--- src/shared/i2c_timing_pkg.sv ---
// Purpose: constants for the scl timing and bus status block
// Assumes: 16-bit register data, byte addresses as printed
// Notes: clear register offsets sit 0x38 and 0x3c above the status register
package i2c_timing_pkg;
  // ----------------------------------------
  // register offsets
  // ----------------------------------------
  localparam logic [31:0] std_high_count_off = 32'h50001314;
  localparam logic [31:0] std_low_count_off = 32'h50001318;
  localparam logic [31:0] fast_high_count_off = 32'h5000131c;
  localparam logic [31:0] fast_low_count_off = 32'h50001320;
  localparam logic [31:0] interrupt_status_off = 32'h5000132c;
  localparam logic [31:0] general_call_clear_off = 32'h50001368;
  localparam logic [31:0] start_seen_clear_off = 32'h50001364;
  // ----------------------------------------
  // reset values and lower limits
  // ----------------------------------------
  localparam logic [15:0] std_high_reset = 16'h0048;
  localparam logic [15:0] std_low_reset = 16'h004f;
  localparam logic [15:0] fast_high_reset = 16'h0008;
  localparam logic [15:0] fast_low_reset = 16'h0017;
  localparam logic [15:0] high_count_min = 16'h0006;
  localparam logic [15:0] low_count_min = 16'h0008;
  // ----------------------------------------
  // status fields and bus constants
  // ----------------------------------------
  localparam int general_call_bit = 11;
  localparam int start_seen_bit = 10;
  localparam logic [7:0] general_call_addr = 8'h00;
  localparam logic [2:0] last_bit = 3'h7;
  typedef enum logic [1:0] {
    speed_std = 2'b01,
    speed_fast = 2'b10,
    speed_high = 2'b11
  } speed_t;
endpackage

--- src/design/i2c_scl_timing_and_status.sv ---
// Purpose: scl count registers, master scl timing, start and general call status
// Assumes: sda and scl pins are asynchronous and open drain
// Notes: read data appear one cycle after rd_en; unmapped reads give zero
// Summary of operation
// - standard low count below 8 stores 8
// - fast high phase from 16-bit count
// - high-speed mode uses fast counts
// - fast count writes only while disabled
// - fast high count below 6 stores 6
// - fast low count 16-bit, clamped to 8
// - general call flag set on acked call
// - general call flag held until disable or clear
// - bytes after general call go to receive buffer
// - status bit 10 reports start or restart
module i2c_scl_timing_and_status (
  input wire logic clk,
  input wire logic rst,
  input wire logic enable,
  input wire logic master_run,
  input wire i2c_timing_pkg::speed_t speed,
  input wire logic wr_en,
  input wire logic rd_en,
  input wire logic [31:0] addr,
  input wire logic [15:0] wdata,
  output logic [15:0] rdata,
  input wire logic scl_in,
  output logic scl_out,
  output logic scl_oe,
  input wire logic sda_in,
  output logic sda_out,
  output logic sda_oe,
  output logic [7:0] rx_data,
  output logic rx_valid
);
  import i2c_timing_pkg::*;

  typedef enum logic [2:0] {
    st_idle = 3'b000,
    st_addr = 3'b001,
    st_addr_ack = 3'b010,
    st_data = 3'b011,
    st_data_ack = 3'b100
  } rx_state_t;

  logic [15:0] std_high, std_low, fast_high, fast_low;
  logic scl_m, scl_s, scl_q, sda_m, sda_s, sda_q;
  logic gc_flag, start_flag, sda_drive, scl_low, run;
  logic rise, fall, start_cond, stop_cond, gc_clear, start_clear;
  logic [2:0] bitcnt;
  logic [7:0] shift, next_shift;
  logic [15:0] sel_high, sel_low, hl, ll, status;
  rx_state_t state;

  function automatic logic [15:0] clamp(input logic [15:0] v, input logic [15:0] lo);
    clamp = (v < lo) ? lo : v;
  endfunction

  // ----------------------------------------
  // count registers
  // ----------------------------------------
  always_ff @(posedge clk or posedge rst) begin
    if (rst) begin
      std_high <= std_high_reset;
      std_low <= std_low_reset;
      fast_high <= fast_high_reset;
      fast_low <= fast_low_reset;
    end else if (wr_en && !enable) begin
      if (addr == std_high_count_off) std_high <= clamp(wdata, high_count_min);
      if (addr == std_low_count_off) std_low <= clamp(wdata, low_count_min);
      if (addr == fast_high_count_off) fast_high <= clamp(wdata, high_count_min);
      // full 16-bit write, so no split low/high byte ordering hazard here
      if (addr == fast_low_count_off) fast_low <= clamp(wdata, low_count_min);
    end
  end

  assign gc_clear = rd_en && addr == general_call_clear_off;
  assign start_clear = rd_en && addr == start_seen_clear_off;

  always_comb begin
    status = 16'h0000;
    status[general_call_bit] = gc_flag;
    status[start_seen_bit] = start_flag;
  end

  // ----------------------------------------
  // read port
  // ----------------------------------------
  always_ff @(posedge clk or posedge rst) begin
    if (rst) begin
      rdata <= 16'h0000;
    end else if (rd_en) begin
      unique case (addr)
        std_high_count_off: rdata <= std_high;
        std_low_count_off: rdata <= std_low;
        fast_high_count_off: rdata <= fast_high;
        fast_low_count_off: rdata <= fast_low;
        interrupt_status_off: rdata <= status;
        general_call_clear_off: rdata <= {15'h0, gc_flag};
        start_seen_clear_off: rdata <= {15'h0, start_flag};
        default: rdata <= 16'h0000;
      endcase
    end else begin
      rdata <= 16'h0000;
    end
  end

  // ----------------------------------------
  // master scl timing
  // ----------------------------------------
  // no separate high-speed counts here, so high speed stays on fast timing
  assign sel_high = (speed == speed_std) ? std_high : fast_high;
  assign sel_low = (speed == speed_std) ? std_low : fast_low;
  assign run = master_run && enable;

  scl_phase_gen u_phase (
    .clk(clk),
    .rst(rst),
    .run(run),
    .high_count(sel_high),
    .low_count(sel_low),
    .scl_low(scl_low)
  );

  assign scl_out = 1'b0;
  assign scl_oe = scl_low;
  assign sda_out = 1'b0;
  assign sda_oe = sda_drive;

  // ----------------------------------------
  // pin synchronisers and bus conditions
  // ----------------------------------------
  always_ff @(posedge clk or posedge rst) begin
    if (rst) begin
      {scl_m, scl_s, scl_q} <= 3'b111;
      {sda_m, sda_s, sda_q} <= 3'b111;
    end else begin
      {scl_m, scl_s, scl_q} <= {scl_in, scl_m, scl_s};
      {sda_m, sda_s, sda_q} <= {sda_in, sda_m, sda_s};
    end
  end

  assign rise = scl_s && !scl_q;
  assign fall = !scl_s && scl_q;
  assign start_cond = scl_s && scl_q && sda_q && !sda_s;
  assign stop_cond = scl_s && scl_q && !sda_q && sda_s;
  assign next_shift = {shift[6:0], sda_s};

  // ----------------------------------------
  // slave receiver for general call
  // ----------------------------------------
  always_ff @(posedge clk or posedge rst) begin
    if (rst) begin
      state <= st_idle;
      bitcnt <= 3'h0;
      shift <= 8'h00;
      sda_drive <= 1'b0;
      rx_data <= 8'h00;
      rx_valid <= 1'b0;
    end else begin
      rx_valid <= 1'b0;
      if (!enable || stop_cond) begin
        state <= st_idle;
        sda_drive <= 1'b0;
      end else if (start_cond) begin
        state <= st_addr;
        bitcnt <= 3'h0;
        sda_drive <= 1'b0;
      end else begin
        unique case (state)
          st_idle: ;
          st_addr, st_data: if (rise) begin
            shift <= next_shift;
            bitcnt <= bitcnt + 3'h1;
            if (bitcnt == last_bit) begin
              if (state == st_data) begin
                rx_data <= next_shift;
                rx_valid <= 1'b1;
                state <= st_data_ack;
              end else begin
                state <= (next_shift == general_call_addr) ? st_addr_ack : st_idle;
              end
            end
          end
          st_addr_ack, st_data_ack: if (fall) begin
            sda_drive <= !sda_drive;
            if (sda_drive) state <= st_data;
          end
        endcase
      end
    end
  end

  // ----------------------------------------
  // status flags
  // ----------------------------------------
  // set beats the clear read in the same cycle so no event is lost
  always_ff @(posedge clk or posedge rst) begin
    if (rst) begin
      gc_flag <= 1'b0;
      start_flag <= 1'b0;
    end else if (!enable) begin
      gc_flag <= 1'b0;
      start_flag <= 1'b0;
    end else begin
      if (state == st_addr_ack && fall && !sda_drive && !stop_cond && !start_cond)
        gc_flag <= 1'b1;
      else if (gc_clear)
        gc_flag <= 1'b0;
      if (start_cond)
        start_flag <= 1'b1;
      else if (start_clear)
        start_flag <= 1'b0;
    end
  end

  // ----------------------------------------
  // checks
  // ----------------------------------------
  always_ff @(posedge clk or posedge rst) begin
    if (rst) begin
      hl <= 16'h0000;
      ll <= 16'h0000;
    end else begin
      hl <= (run && !scl_low) ? hl + 16'h0001 : 16'h0000;
      ll <= (run && scl_low) ? ll + 16'h0001 : 16'h0000;
    end
  end

  std_low_clamp_a: assert property (@(posedge clk) disable iff (rst)
    wr_en && !enable && addr == std_low_count_off && wdata < low_count_min |=> std_low == low_count_min)
    else $error("standard low count not clamped");
  fast_high_clamp_a: assert property (@(posedge clk) disable iff (rst)
    wr_en && !enable && addr == fast_high_count_off |=> fast_high == clamp($past(wdata), high_count_min))
    else $error("fast high count not clamped");
  fast_low_clamp_a: assert property (@(posedge clk) disable iff (rst)
    wr_en && !enable && addr == fast_low_count_off |=> fast_low == clamp($past(wdata), low_count_min))
    else $error("fast low count not clamped");
  locked_write_a: assert property (@(posedge clk) disable iff (rst)
    wr_en && enable |=> $stable(fast_high) && $stable(fast_low))
    else $error("fast count changed while enabled");
  high_phase_len_a: assert property (@(posedge clk) disable iff (rst)
    $rose(scl_oe) |-> hl == sel_high)
    else $error("scl high phase wrong length");
  low_phase_len_a: assert property (@(posedge clk) disable iff (rst)
    $fell(scl_oe) && $past(run) && run |-> ll == sel_low)
    else $error("scl low phase wrong length");
  gc_set_cause_a: assert property (@(posedge clk) disable iff (rst)
    $rose(gc_flag) |-> $past(state == st_addr_ack && fall) ##0 sda_drive)
    else $error("general call flag set without ack");
  gc_hold_a: assert property (@(posedge clk) disable iff (rst)
    gc_flag && enable && !gc_clear |=> gc_flag || !enable)
    else $error("general call flag dropped");
  rx_push_a: assert property (@(posedge clk) disable iff (rst)
    rx_valid |-> $past(state == st_data) && state == st_data_ack && rx_data == shift)
    else $error("receive byte pushed outside data phase");
  start_flag_a: assert property (@(posedge clk) disable iff (rst)
    start_cond && enable |=> start_flag)
    else $error("start not reported");
  status_zero_a: assert property (@(posedge clk) disable iff (rst)
    rd_en && addr == interrupt_status_off |=> rdata[15:12] == 4'h0)
    else $error("unused status bits not zero");
endmodule

--- src/design/scl_phase_gen.sv ---
// Purpose: times scl high and low phases from two cycle counts
// Assumes: counts do not change while run is high
// Notes: scl_low is registered; high phase comes first after run rises
module scl_phase_gen (
  input wire logic clk,
  input wire logic rst,
  input wire logic run,
  input wire logic [15:0] high_count,
  input wire logic [15:0] low_count,
  output logic scl_low
);
  logic [15:0] cnt;

  // ----------------------------------------
  // phase counter
  // ----------------------------------------
  always_ff @(posedge clk or posedge rst) begin
    if (rst) begin
      cnt <= 16'h0000;
      scl_low <= 1'b0;
    end else if (!run) begin
      cnt <= 16'h0000;
      scl_low <= 1'b0;
    end else if (!scl_low && cnt == high_count - 16'h0001) begin
      cnt <= 16'h0000;
      scl_low <= 1'b1;
    end else if (scl_low && cnt == low_count - 16'h0001) begin
      cnt <= 16'h0000;
      scl_low <= 1'b0;
    end else begin
      cnt <= cnt + 16'h0001;
    end
  end
endmodule

--- config.mk ---
export PLATFORM = sky130hd
export DESIGN_NAME = i2c_scl_timing_and_status
export DESIGN_NICKNAME = d
export VERILOG_FILES = /design/src/shared/i2c_timing_pkg.sv /design/src/design/i2c_scl_timing_and_status.sv /design/src/design/scl_phase_gen.sv
export SDC_FILE = /design/constraint.sdc
export NUM_CORES = 1
export LEC_CHECK = 0
export BUFFER_PORTS_ARGS = -buffer_cell sky130_fd_sc_hd__buf_2
export CORE_MARGIN = 2
export CORE_UTILIZATION = 53
export DETAILED_ROUTE_END_ITERATION = 7
export PLACE_DENSITY = 0.73
export SYNTH_ARGS = -nofsm -noshare
export SYNTH_HDL_FRONTEND = slang
export SYNTH_SLANG_ARGS = --single-unit
--- constraint.sdc ---
create_clock -name clk -period 3.57 [get_ports clk]
set_input_delay 0.1785 -clock clk [delete_from_list [all_inputs] [get_ports clk]]
set_output_delay 0.1785 -clock clk [all_outputs]
set_load 0.03 [all_outputs]
==> impl_metrics.env, run 1 <==
export IMPL_syn_to_final_growth_pct=15.5
export IMPL_io_pins=87
export IMPL_nNetsFinal=861
export IMPL_worstPathMaxFanout=16
export IMPL_grt_overflow=0
export IMPL_cts_reportedPaths_clkPinSlew_ns=0.06
export IMPL_fin_crit_ns=3.19
export IMPL_maxCapViolations=0
export IMPL_syn_area_mm2=0.00737
export IMPL_max_slew_margin_pct=37.9
export IMPL_path_cells="mux2i_1 -> ha_1 -> nor4b_1 -> a32o_1 -> nand3_1 -> or4b_1 -> o31ai_1 -> o211a_1 -> a41o_1 -> buf_4 -> nor3_1"
export IMPL_hold_viol_final=55
export IMPL_grt_pass1_vias=6038
export IMPL_leakage_nw=3.96
export IMPL_final_cell_mix="dfrtp_1, buf_2, mux2_2"
export IMPL_dieWidth_um=122
export IMPL_cpPeakStageDelay_ns=0.54
export IMPL_start_util_pct=53.7
export IMPL_grt_use_met3_pct=6.18
export IMPL_timing_clock_skew_ns=0.00942
export IMPL_dp_hpwl_um=14700
export IMPL_worst_endpoint_required_ns=3.87
export IMPL_cp_slowest_cell="or4b_1"
export IMPL_whs_ns=-0.0312
export IMPL_setup_viol=0
export IMPL_max_freq_mhz=314
export IMPL_yosysSeqAreaShare_pct=43.8
export IMPL_wl_um=20100
export IMPL_grtUsageTotal_pct=28.2
export IMPL_via_per_inst=6.10
export IMPL_synthArstFlopShare_pct=100
export IMPL_postLayoutCoreUtil_pct=62.1
export IMPL_tightest_slew_ns=0.932
export IMPL_reg2reg_depth=11
export IMPL_mostFrequentLayoutCell="dfrtp_1"
export IMPL_violations="negative hold slack"
export IMPL_grt_start_max_net_pins=77
export IMPL_grt_use_met1_pct=34.4
export IMPL_die_area_mm2=0.0149
export IMPL_irDropWorstVdd_mv=0.357
export IMPL_port_buffers=84
export IMPL_min_path_type="in2async"
export IMPL_ys_ff_latch=128
export IMPL_grt_util_met2_pct=47.4
export IMPL_drc_errors=0
export IMPL_fp_coreArea_mm2=0.0137
export IMPL_rows=43
export IMPL_grt_pass1_wl_um=31600
export IMPL_cts_resized=0
export IMPL_clk_latency_ns=0.43
export IMPL_period_share_pct=89.2
export IMPL_antenna_found_initial=0
export IMPL_status="finished with violations"
export IMPL_drtIter0Drc=662
export IMPL_finalWeightedCongestion=0.989
export IMPL_rsz0062_at_grt="no"
export IMPL_drtAntennaViolNets=0
export IMPL_cts_tree="built"
export IMPL_fp_dieH_um=122
export IMPL_ys_flop_type="dfrtp_1"
export IMPL_cts_setup_buffers=0
export IMPL_numCtsBuffers=17
export IMPL_slew_viol_final=0
export IMPL_p_per_area_mw_per_mm2=404
export IMPL_clkSinkCount=128
export IMPL_yosys_warnings=0
export IMPL_synth_edf_count=0
export IMPL_synth_cells=712
export IMPL_cp_start_kind="flip-flop"
export IMPL_crit_path_end_kind="flip-flop"
export IMPL_synth_area_per_cell_um2=10.3
export IMPL_tns_ns=0
export IMPL_critPathKind="reg2reg"
export IMPL_dr_total_vias=6046
export IMPL_layout_drive_gt1_share_pct=29.3
export IMPL_cts_buffer_depth=2
export IMPL_cts_root_buf="clkbuf_16"
export IMPL_antenna_cells=0
export IMPL_top_usage_layer="met2"
export IMPL_yosysUniqueCellTypes=65
export IMPL_crit_arrival_ns=3.48
export IMPL_detail_route_wl_per_cell_um=20.3
export IMPL_first_pass_iters=5
export IMPL_htreeDepth=4
kinds of logic (layout without fill, tap and decap cells):
logic type,Yosys count,count (layout),share of synthesized area (%)
simple gates,251,251,17.5
flops,128,128,43.8
mux,121,121,17.8
compound gates,102,102,10.1
xor+xnor,59,59,7.01
buf+inv,45,143,2.90
fa+ha+maj,5,5,0.849
other cells,1,2,0.0509
synth_stat cells, drive strengths merged, types with 4 or more instances:
cell type / number / area (um2)
nand2b: 7 / 43.8
or4b: 7 / 70.1
a21oi: 6 / 30.0
o211ai: 4 / 30.0
o31ai: 8 / 65.1
o21ai: 21 / 105
nand4: 8 / 50.1
nand3: 22 / 110
nor2b: 7 / 43.8
nand2: 66 / 248
nor3b: 4 / 30.0
mux2: 78 / 882
dfstp: 18 / 473
xor2: 18 / 158
dfrtp: 110 / 2750
a22o: 19 / 166
a22oi: 14 / 105
and2: 4 / 25.0
nor2: 53 / 199
inv: 7 / 26.3
ha: 5 / 62.6
xnor2: 41 / 359
and3: 6 / 37.5
clkbuf: 25 / 93.8
a31oi: 6 / 37.5
mux2i: 43 / 430
buf: 12 / 90.1
nor4: 12 / 96.3
nor4b: 6 / 52.6
nor3: 37 / 190
report_power, final:
group | internal [W] | switching, W | leakage [nW]
logic | 0.000151 | 0.000198 | 1.99
clock network | 0.000895 | 0.000629 | 0.248
registers | 0.00151 | 0.0000593 | 1.71
total | 0.00256 | 0.000887 | 3.96
metal layers:
layer  vias up  wire [um]
met5         -          0
met4         0        644
met3        47       1020
met2       221      10100
met1      3014       8350
li1       2764          -
through the flow:
stage | total power, W | cell area (um2) | cells | setup WS (ns) | hold slack [ns]
6_report | 0.00344 | 8510 | 991 | 0.385 | -0.0312
5_1_grt | 0.00357 | 8510 | 991 | 0.213 | 0.0329
4_1_cts | 0.00346 | 8510 | 991 | 0.434 | 0.00601
3_5_place_dp | 0.00194 | 7980 | 956 | 0.101 | 0.285
3_3_place_gp | 0.00191 | 7980 | 956 | 0.298 | 0.283
2_1_floorplan | 0.00181 | 7370 | 713 | 0.00865 | 0.183
layout make-up:
| cell class | count | area, um2 |
|---|---|---|
| inverter | 8 | 32.5 |
| timing repair buffer | 103 | 583 |
| clock inverter | 8 | 45.0 |
| multi-input combinational | 540 | 3940 |
| clock buffer | 24 | 462 |
| sequential | 128 | 3230 |
| tap | 180 | 225 |
| fill | 1120 | 5210 |
worst max-delay path, delay by kind of cell (launching register included):
family	cells	cell delay, ns
buf+inv	1	0.21
compound gates	4	0.82
flops	1	0.39
simple gates	4	1.13
fa+ha+maj	1	0.27
mux	1	0.22
sequential cells by signal, indices dropped and copies added (netlist names):
signal,cells
shift,7
bitcnt,3
fast_low,16
sda_s,1
sda_q,1
scl_m,1
start_flag,1
sda_m,1
state,3
sda_oe,1
scl_s,1
std_high,16
u_phase.scl_low,1
scl_q,1
gc_flag,1
std_low,16
u_phase.cnt,16
fast_high,16
rx_valid,1
rx_data,8
rdata,16
worst paths after layout:
check / from / endpoint / slack [ns]
max in group asynchronous: rst / std_low[3]$_DFFE_PP1P_ / 2.76
setup / recovery: std_low[0]$_DFFE_PP1P_ / u_phase.cnt[4]$_DFF_PP0_ / 0.38
min in group clk: wdata[1] / fast_low[1]$_DFFE_PP1P_ / 0.02
setup reg to reg: std_low[0]$_DFFE_PP1P_ / u_phase.cnt[4]$_DFF_PP0_ / 0.38
hold reg to reg: sda_m$_DFF_PP1_ / sda_s$_DFF_PP1_ / 0.36
hold / removal: rst / rx_data[4]$_DFFE_PP0P_ / -0.03
timing repair:
| item | CTS | global route |
|---|---|---|
| hold buffers | 3 | 0 |
| endpoints found under the setup margin | 0 | 0 |
| endpoints found under the hold margin | 3 | 0 |
(Power assumes the default switching activity.)
==> inputs of run 2 (changes only) <==
--- a/config.mk
+++ b/config.mk
@@ -5,11 +5,12 @@
 export SDC_FILE = /design/constraint.sdc
 export NUM_CORES = 1
 export LEC_CHECK = 0
+export ABC_AREA = 1
 export BUFFER_PORTS_ARGS = -buffer_cell sky130_fd_sc_hd__buf_2
 export CORE_MARGIN = 2
-export CORE_UTILIZATION = 53
+export CORE_UTILIZATION = 54
 export DETAILED_ROUTE_END_ITERATION = 7
-export PLACE_DENSITY = 0.73
+export PLACE_DENSITY = 0.74
 export SYNTH_ARGS = -nofsm -noshare
 export SYNTH_HDL_FRONTEND = slang
 export SYNTH_SLANG_ARGS = --single-unit
==> run 2 against run 1 <==
  * The flow now finishes without violations
  * First-iteration DRC count is 2.6% higher
  * Utilization is 0.61 points higher
  * Setup slack better by 0.66 ns
  * Highest routed layer unchanged
==> impl_metrics.env, run 2 <==
export IMPL_fp_dieH_um=125
export IMPL_drc_errors=0
export IMPL_p_per_area_mw_per_mm2=416
export IMPL_via_per_inst=5.45
export IMPL_status="completed"
export IMPL_postLayoutCoreUtil_pct=62.7
export IMPL_top_usage_layer="met2"
export IMPL_slew_viol_final=0
export IMPL_cts_buffer_depth=2
export IMPL_mostFrequentLayoutCell="nand2_1"
export IMPL_wl_um=22400
export IMPL_cp_start_kind="flip-flop"
export IMPL_yosysMostFrequentCell="nand2_1"
export IMPL_critPathKind="reg2reg"
export IMPL_fp_coreArea_mm2=0.0145
export IMPL_grt_use_met3_pct=8.26
export IMPL_detail_route_wl_per_cell_um=16.0
export IMPL_period_share_pct=70.8
export IMPL_first_pass_iters=6
export IMPL_finalWeightedCongestion=0.986
export IMPL_synth_cells=1122
export IMPL_min_path_type="in2reg"
export IMPL_grt_pass1_vias=7239
export IMPL_tightest_slew_ns=1.06
export IMPL_syn_to_final_growth_pct=14.1
export IMPL_crit_path_end_kind="flip-flop"
export IMPL_grt_pass1_wl_um=36400
export IMPL_grt_util_met2_pct=44.5
export IMPL_numCtsBuffers=17
export IMPL_worstPathMaxFanout=15
export IMPL_dieWidth_um=125
export IMPL_maxCapViolations=0
export IMPL_synthTopCellsByArea="dfrtp_1, nand2_1, inv_1, o21ai_0, dfstp_2"
export IMPL_layout_drive_gt1_share_pct=15.6
export IMPL_cts_tree="built"
export IMPL_whs_ns=0.00870
export IMPL_yosys_warnings=0
export IMPL_yosysSeqAreaShare_pct=40.6
export IMPL_grt_use_met1_pct=41.7
export IMPL_htreeDepth=4
export IMPL_synth_top_area_share_pct=34.6
export IMPL_ys_ff_latch=128
export IMPL_tns_ns=0
export IMPL_max_slew_margin_pct=29.1
export IMPL_start_util_pct=54.9
export IMPL_die_area_mm2=0.0157
export IMPL_leakage_nw=4.51
export IMPL_dp_hpwl_um=16800
export IMPL_clk_latency_ns=0.43
export IMPL_port_buffers=84
export IMPL_dr_total_vias=7618
export IMPL_rsz0062_at_grt="no"
export IMPL_synth_edf_count=0
export IMPL_synth_area_per_cell_um2=7.09
export IMPL_timing_clock_skew_ns=0.00857
export IMPL_irDropWorstVdd_mv=0.390
export IMPL_grt_overflow=0
export IMPL_rows=44
export IMPL_yosysUniqueCellTypes=50
export IMPL_final_cell_mix="nand2_1, inv_1, nor2_1"
export IMPL_cts_root_buf="clkbuf_16"
export IMPL_drtAntennaViolNets=0
export IMPL_antenna_cells=0
export IMPL_synth_common_cells="nand2_1, inv_1, nor2_1"
export IMPL_yosysTopAreaCell="dfrtp_1"
export IMPL_cts_reportedPaths_clkPinSlew_ns=0.07
export IMPL_clkSinkCount=128
export IMPL_ys_flop_type="dfrtp_1"
export IMPL_antenna_found_initial=0
export IMPL_syn_area_mm2=0.00795
export IMPL_crit_arrival_ns=2.83
export IMPL_synthArstFlopShare_pct=100
export IMPL_nNetsFinal=1263
export IMPL_grtUsageTotal_pct=29.4
export IMPL_hold_viol_final=0
export IMPL_fin_crit_ns=2.53
export IMPL_io_pins=87
export IMPL_max_freq_mhz=396
export IMPL_setup_viol=0
export IMPL_worst_endpoint_required_ns=3.88
export IMPL_grt_start_max_net_pins=61
export IMPL_drtIter0Drc=679
run 2: where the power goes:
part	total [W]	leakage [nW]	internal [W]	switching, W
logic	0.000428	2.49	0.000141	0.000287
clock network	0.00183	0.301	0.00107	0.000758
registers	0.00152	1.72	0.00149	0.0000295
run 2: layout make-up:
class	instances	area (um2)
tap	184	230
inverter	140	531
clock buffer	17	425
fill	1374	5410
multi-input combinational	819	3970
clock inverter	15	193
sequential	128	3230
timing repair buffer	94	503
run 2: final timing paths:
kind / slack (ns) / to / cells past startpoint / start
max in group asynchronous: 2.27 / scl_q$_DFF_PP1_ / 4 / rst
max reg2reg: 1.04 / u_phase.cnt[1]$_DFF_PP0_ / 12 / std_low[0]$_DFFE_PP1P_
min: 0.009 / fast_low[0]$_DFFE_PP1P_ / 3 / wdata[0]
max: 1.04 / u_phase.cnt[1]$_DFF_PP0_ / 12 / std_low[0]$_DFFE_PP1P_
min reg2reg: 0.36 / scl_s$_DFF_PP1_ / 0 / scl_m$_DFF_PP1_
min in group asynchronous: 0.43 / fast_low[6]$_DFFE_PP0P_ / 3 / rst
run 2: logic make-up (layout without fill, tap and decap cells):
| family | after synthesis | in the layout | share of synthesized area (%) |
|---|---|---|---|
| DFF | 128 | 128 | 40.6 |
| AOI/OAI and AO/OA | 165 | 165 | 11.9 |
| other | 1 | 2 | 0.0472 |
| and+or+nand+nor | 615 | 615 | 33.6 |
| buffers and inverters | 176 | 266 | 9.60 |
| adders and majority gates | 5 | 5 | 0.787 |
| xor gates and xnor gates | 32 | 32 | 3.53 |
run 2: worst max-delay path, cell delays in order (launching register included):
cell and delay, ns:
dfstp_2 0.57, inv_1 0.06, nand3_1 0.09, nand2_2 0.11, ha_1 0.27, xnor2_1 0.15, xor2_1 0.16, nor4_1 0.25
nand2_1 0.11, nor2_2 0.18, nand4_4 0.25, nand2_1 0.15, nor2_1 0.05
run 2: per-stage QoR:
step                area [um2]  cells  power (W)  setup slack, ns
detailed placement        8420   1362    0.00196            0.696
global route              9070   1397    0.00392            0.806
CTS                       9070   1397    0.00378             1.03
global placement          8420   1362    0.00196            0.762
finish                    9070   1397    0.00377             1.04
floorplan                 7950   1123    0.00185          0.00865
run 2: routing by layer:
metal	share of wire [%]	vias to the layer above	routed length [um]
li1	-	3734	-
met1	45	3552	10100
met2	44	301	9940
met3	8.5	31	1910
met4	2.0	0	454
met5	0	-	0
run 2: timing repair:
item	CTS	global route
endpoints found under the hold margin	47	0
hold buffers	3	0
resized for setup	0	0
buffers inserted	0	0
==> inputs of run 3 (changes only) <==
--- a/config.mk
+++ b/config.mk
@@ -5,12 +5,12 @@
 export SDC_FILE = /design/constraint.sdc
 export NUM_CORES = 1
 export LEC_CHECK = 0
-export ABC_AREA = 1
+export ABC_AREA = 0
 export BUFFER_PORTS_ARGS = -buffer_cell sky130_fd_sc_hd__buf_2
 export CORE_MARGIN = 2
-export CORE_UTILIZATION = 54
+export CORE_UTILIZATION = 59
 export DETAILED_ROUTE_END_ITERATION = 7
-export PLACE_DENSITY = 0.74
+export PLACE_DENSITY = 0.78
 export SYNTH_ARGS = -nofsm -noshare
 export SYNTH_HDL_FRONTEND = slang
 export SYNTH_SLANG_ARGS = --single-unit
==> constraint.sdc (replaced) <==
create_clock -name clk -period 2.65 [get_ports clk]
set_input_delay 0.1325 -clock clk [delete_from_list [all_inputs] [get_ports clk]]
set_output_delay 0.1325 -clock clk [all_outputs]
set_load 0.03 [all_outputs]
==> run 3 against run 2 <==
  * The flow now finishes with violations (negative setup slack)
  * Utilization grew 15 points
  * Clock skew up 0.0041 ns
  * Final cell count decreased by 24%
  * Final area grew 4.0%
  * Die area shrank 15%
  * Clock-buffer cell count up 1
==> impl_metrics.env, run 3 (synthesized netlist as in run 1, its figures left out) <==
export IMPL_status="finished with violations"
export IMPL_violations="negative setup slack"
export IMPL_power_frac_comb_pct=10.1
export IMPL_maxCapViolations=0
export IMPL_multi_input_area_mm2=0.00414
export IMPL_layout_drive_gt1_share_pct=39.6
export IMPL_irDropWorstVdd_mv=0.595
export IMPL_clk_latency_ns=0.43
export IMPL_port_buffers=84
export IMPL_period_share_pct=107
export IMPL_mostFrequentLayoutCell="dfrtp_1"
export IMPL_worstPathMaxFanout=16
export IMPL_slew_viol_final=0
export IMPL_whs_ns=0.00994
export IMPL_fillCellCount=816
export IMPL_grt_start_max_net_pins=129
export IMPL_crit_arrival_ns=3.15
export IMPL_grt_overflow=0
export IMPL_nNetsFinal=939
export IMPL_leakage_nw=4.45
export IMPL_fin_crit_ns=2.84
export IMPL_critPathKind="reg2reg"
export IMPL_antenna_cells=0
export IMPL_hold_viol_final=0
export IMPL_reg2reg_depth=12
export IMPL_max_slew_margin_pct=48.8
export IMPL_grtUsageTotal_pct=34.0
export IMPL_rsz0062_at_grt="yes"
export IMPL_seq_area_mm2=0.00323
export IMPL_setup_viol=17
export IMPL_intPower_w=0.00380
export IMPL_fp_coreArea_mm2=0.0121
export IMPL_syn_to_final_growth_pct=28.0
export IMPL_clkPwrFrac_pct=48.8
export IMPL_start_util_pct=60.8
export IMPL_io_pins=87
export IMPL_grt_pass1_wl_um=34500
export IMPL_dieWidth_um=116
export IMPL_whs_path_depth=3
export IMPL_sw_frac_of_total_pct=25.8
export IMPL_finalWeightedCongestion=0.939
export IMPL_dp_hpwl_um=15400
export IMPL_via_per_inst=6.20
export IMPL_cts_root_buf="clkbuf_16"
export IMPL_numCtsBuffers=17
export IMPL_drtAntennaViolNets=0
export IMPL_wl_um=22000
export IMPL_antenna_found_initial=0
export IMPL_switchingPower_w=0.00132
export IMPL_drc_errors=0
export IMPL_rows=40
export IMPL_die_area_mm2=0.0134
export IMPL_crit_path_end_kind="flip-flop"
export IMPL_p_total_w=0.00513
export IMPL_postLayoutCoreUtil_pct=77.9
export IMPL_sequentialPowerShare_pct=41.2
export IMPL_cts_tree="built"
export IMPL_max_freq_mhz=353
export IMPL_final_cell_mix="dfrtp_1, buf_4, buf_2"
export IMPL_fp_dieH_um=116
export IMPL_worst_endpoint_required_ns=2.96
export IMPL_dpl_instance_area_mm2=0.00853
export IMPL_postLayoutSetupSlackWorst_ns=-0.187
export IMPL_drtIter0Drc=523
export IMPL_tightest_slew_ns=0.760
export IMPL_clkSinkCount=128
export IMPL_cp_start_kind="flip-flop"
export IMPL_grt_pass1_vias=6796
export IMPL_min_path_type="in2reg"
export IMPL_timing_clock_skew_ns=0.0127
export IMPL_htreeDepth=4
export IMPL_tns_ns=-2.90
export IMPL_final_area_mm2=0.00943
export IMPL_p_per_area_mw_per_mm2=543
export IMPL_cts_reportedPaths_clkPinSlew_ns=0.06
export IMPL_cts_buffer_depth=2
export IMPL_dr_total_vias=6555
export IMPL_detail_route_wl_per_cell_um=20.8
export IMPL_first_pass_iters=5
run 3: metal layers:
metal	global-route usage, %	share of wire, %
met5	0	0
met1	42.6	40
met2	54.5	47
met4	18.7	5.2
met3	8.21	7.8
run 3: area by class of cell:
cell class / instances / area share, %
well taps: 168 / 2.23
clock buffers: 18 / 4.66
multi-input cells: 540 / 43.9
inverters: 8 / 0.358
repair buffers: 181 / 12.6
clock inverters: 14 / 2.04
flip-flops and latches: 128 / 34.2
run 3: stage by stage:
step,worst slack [ns],cells
global route,-0.251,1057
floorplan,-0.332,713
global placement,-0.288,1013
detailed placement,-0.469,1013
CTS,-0.111,1055
finish,-0.187,1057
run 3: final timing paths:
path	startpoint	to	slack, ns
min in group asynchronous	rst	fast_high[4]$_DFFE_PP0P_	0.42
min	wdata[1]	std_low[1]$_DFFE_PP1P_	0.01
min reg2reg	scl_m$_DFF_PP1_	scl_s$_DFF_PP1_	0.36
max	std_low[0]$_DFFE_PP1P_	u_phase.cnt[7]$_DFF_PP0_	-0.19
max reg2reg	std_low[0]$_DFFE_PP1P_	u_phase.cnt[7]$_DFF_PP0_	-0.19
max in group asynchronous	rst	fast_high[12]$_DFFE_PP0P_	1.67
run 3: power groups by stage:
stage,sequential [W],clock (W),combinational (W)
3_3_place_gp,0.00213,0,0.000461
3_5_place_dp,0.00214,0,0.000485
4_1_cts,0.00211,0.00251,0.000508
5_1_grt,0.00212,0.00260,0.000563
2_1_floorplan,0.00212,0,0.000327
6_report,0.00211,0.00250,0.000515
run 3: worst max-delay path: stages, from the launching register on:
cell	delay [ns]
dfstp_2	0.58
mux2i_2	0.09
ha_2	0.22
nor4b_4	0.14
a32o_2	0.30
buf_4	0.14
and4_1	0.18
o21a_1	0.18
o31ai_2	0.26
o211a_1	0.20
a41o_1	0.21
buf_12	0.16
nor3_1	0.06
run 3: timing repair:
item / 4_1_cts / 5_1_grt
hold buffers: 7 / 0
pin swaps: 8 / 11
hold endpoints to repair: 116 / 0
gates cloned: 1 / 0
resized for setup: 21 / 15
endpoints found under the setup margin: 17 / 17
buffers inserted: 2 / 2
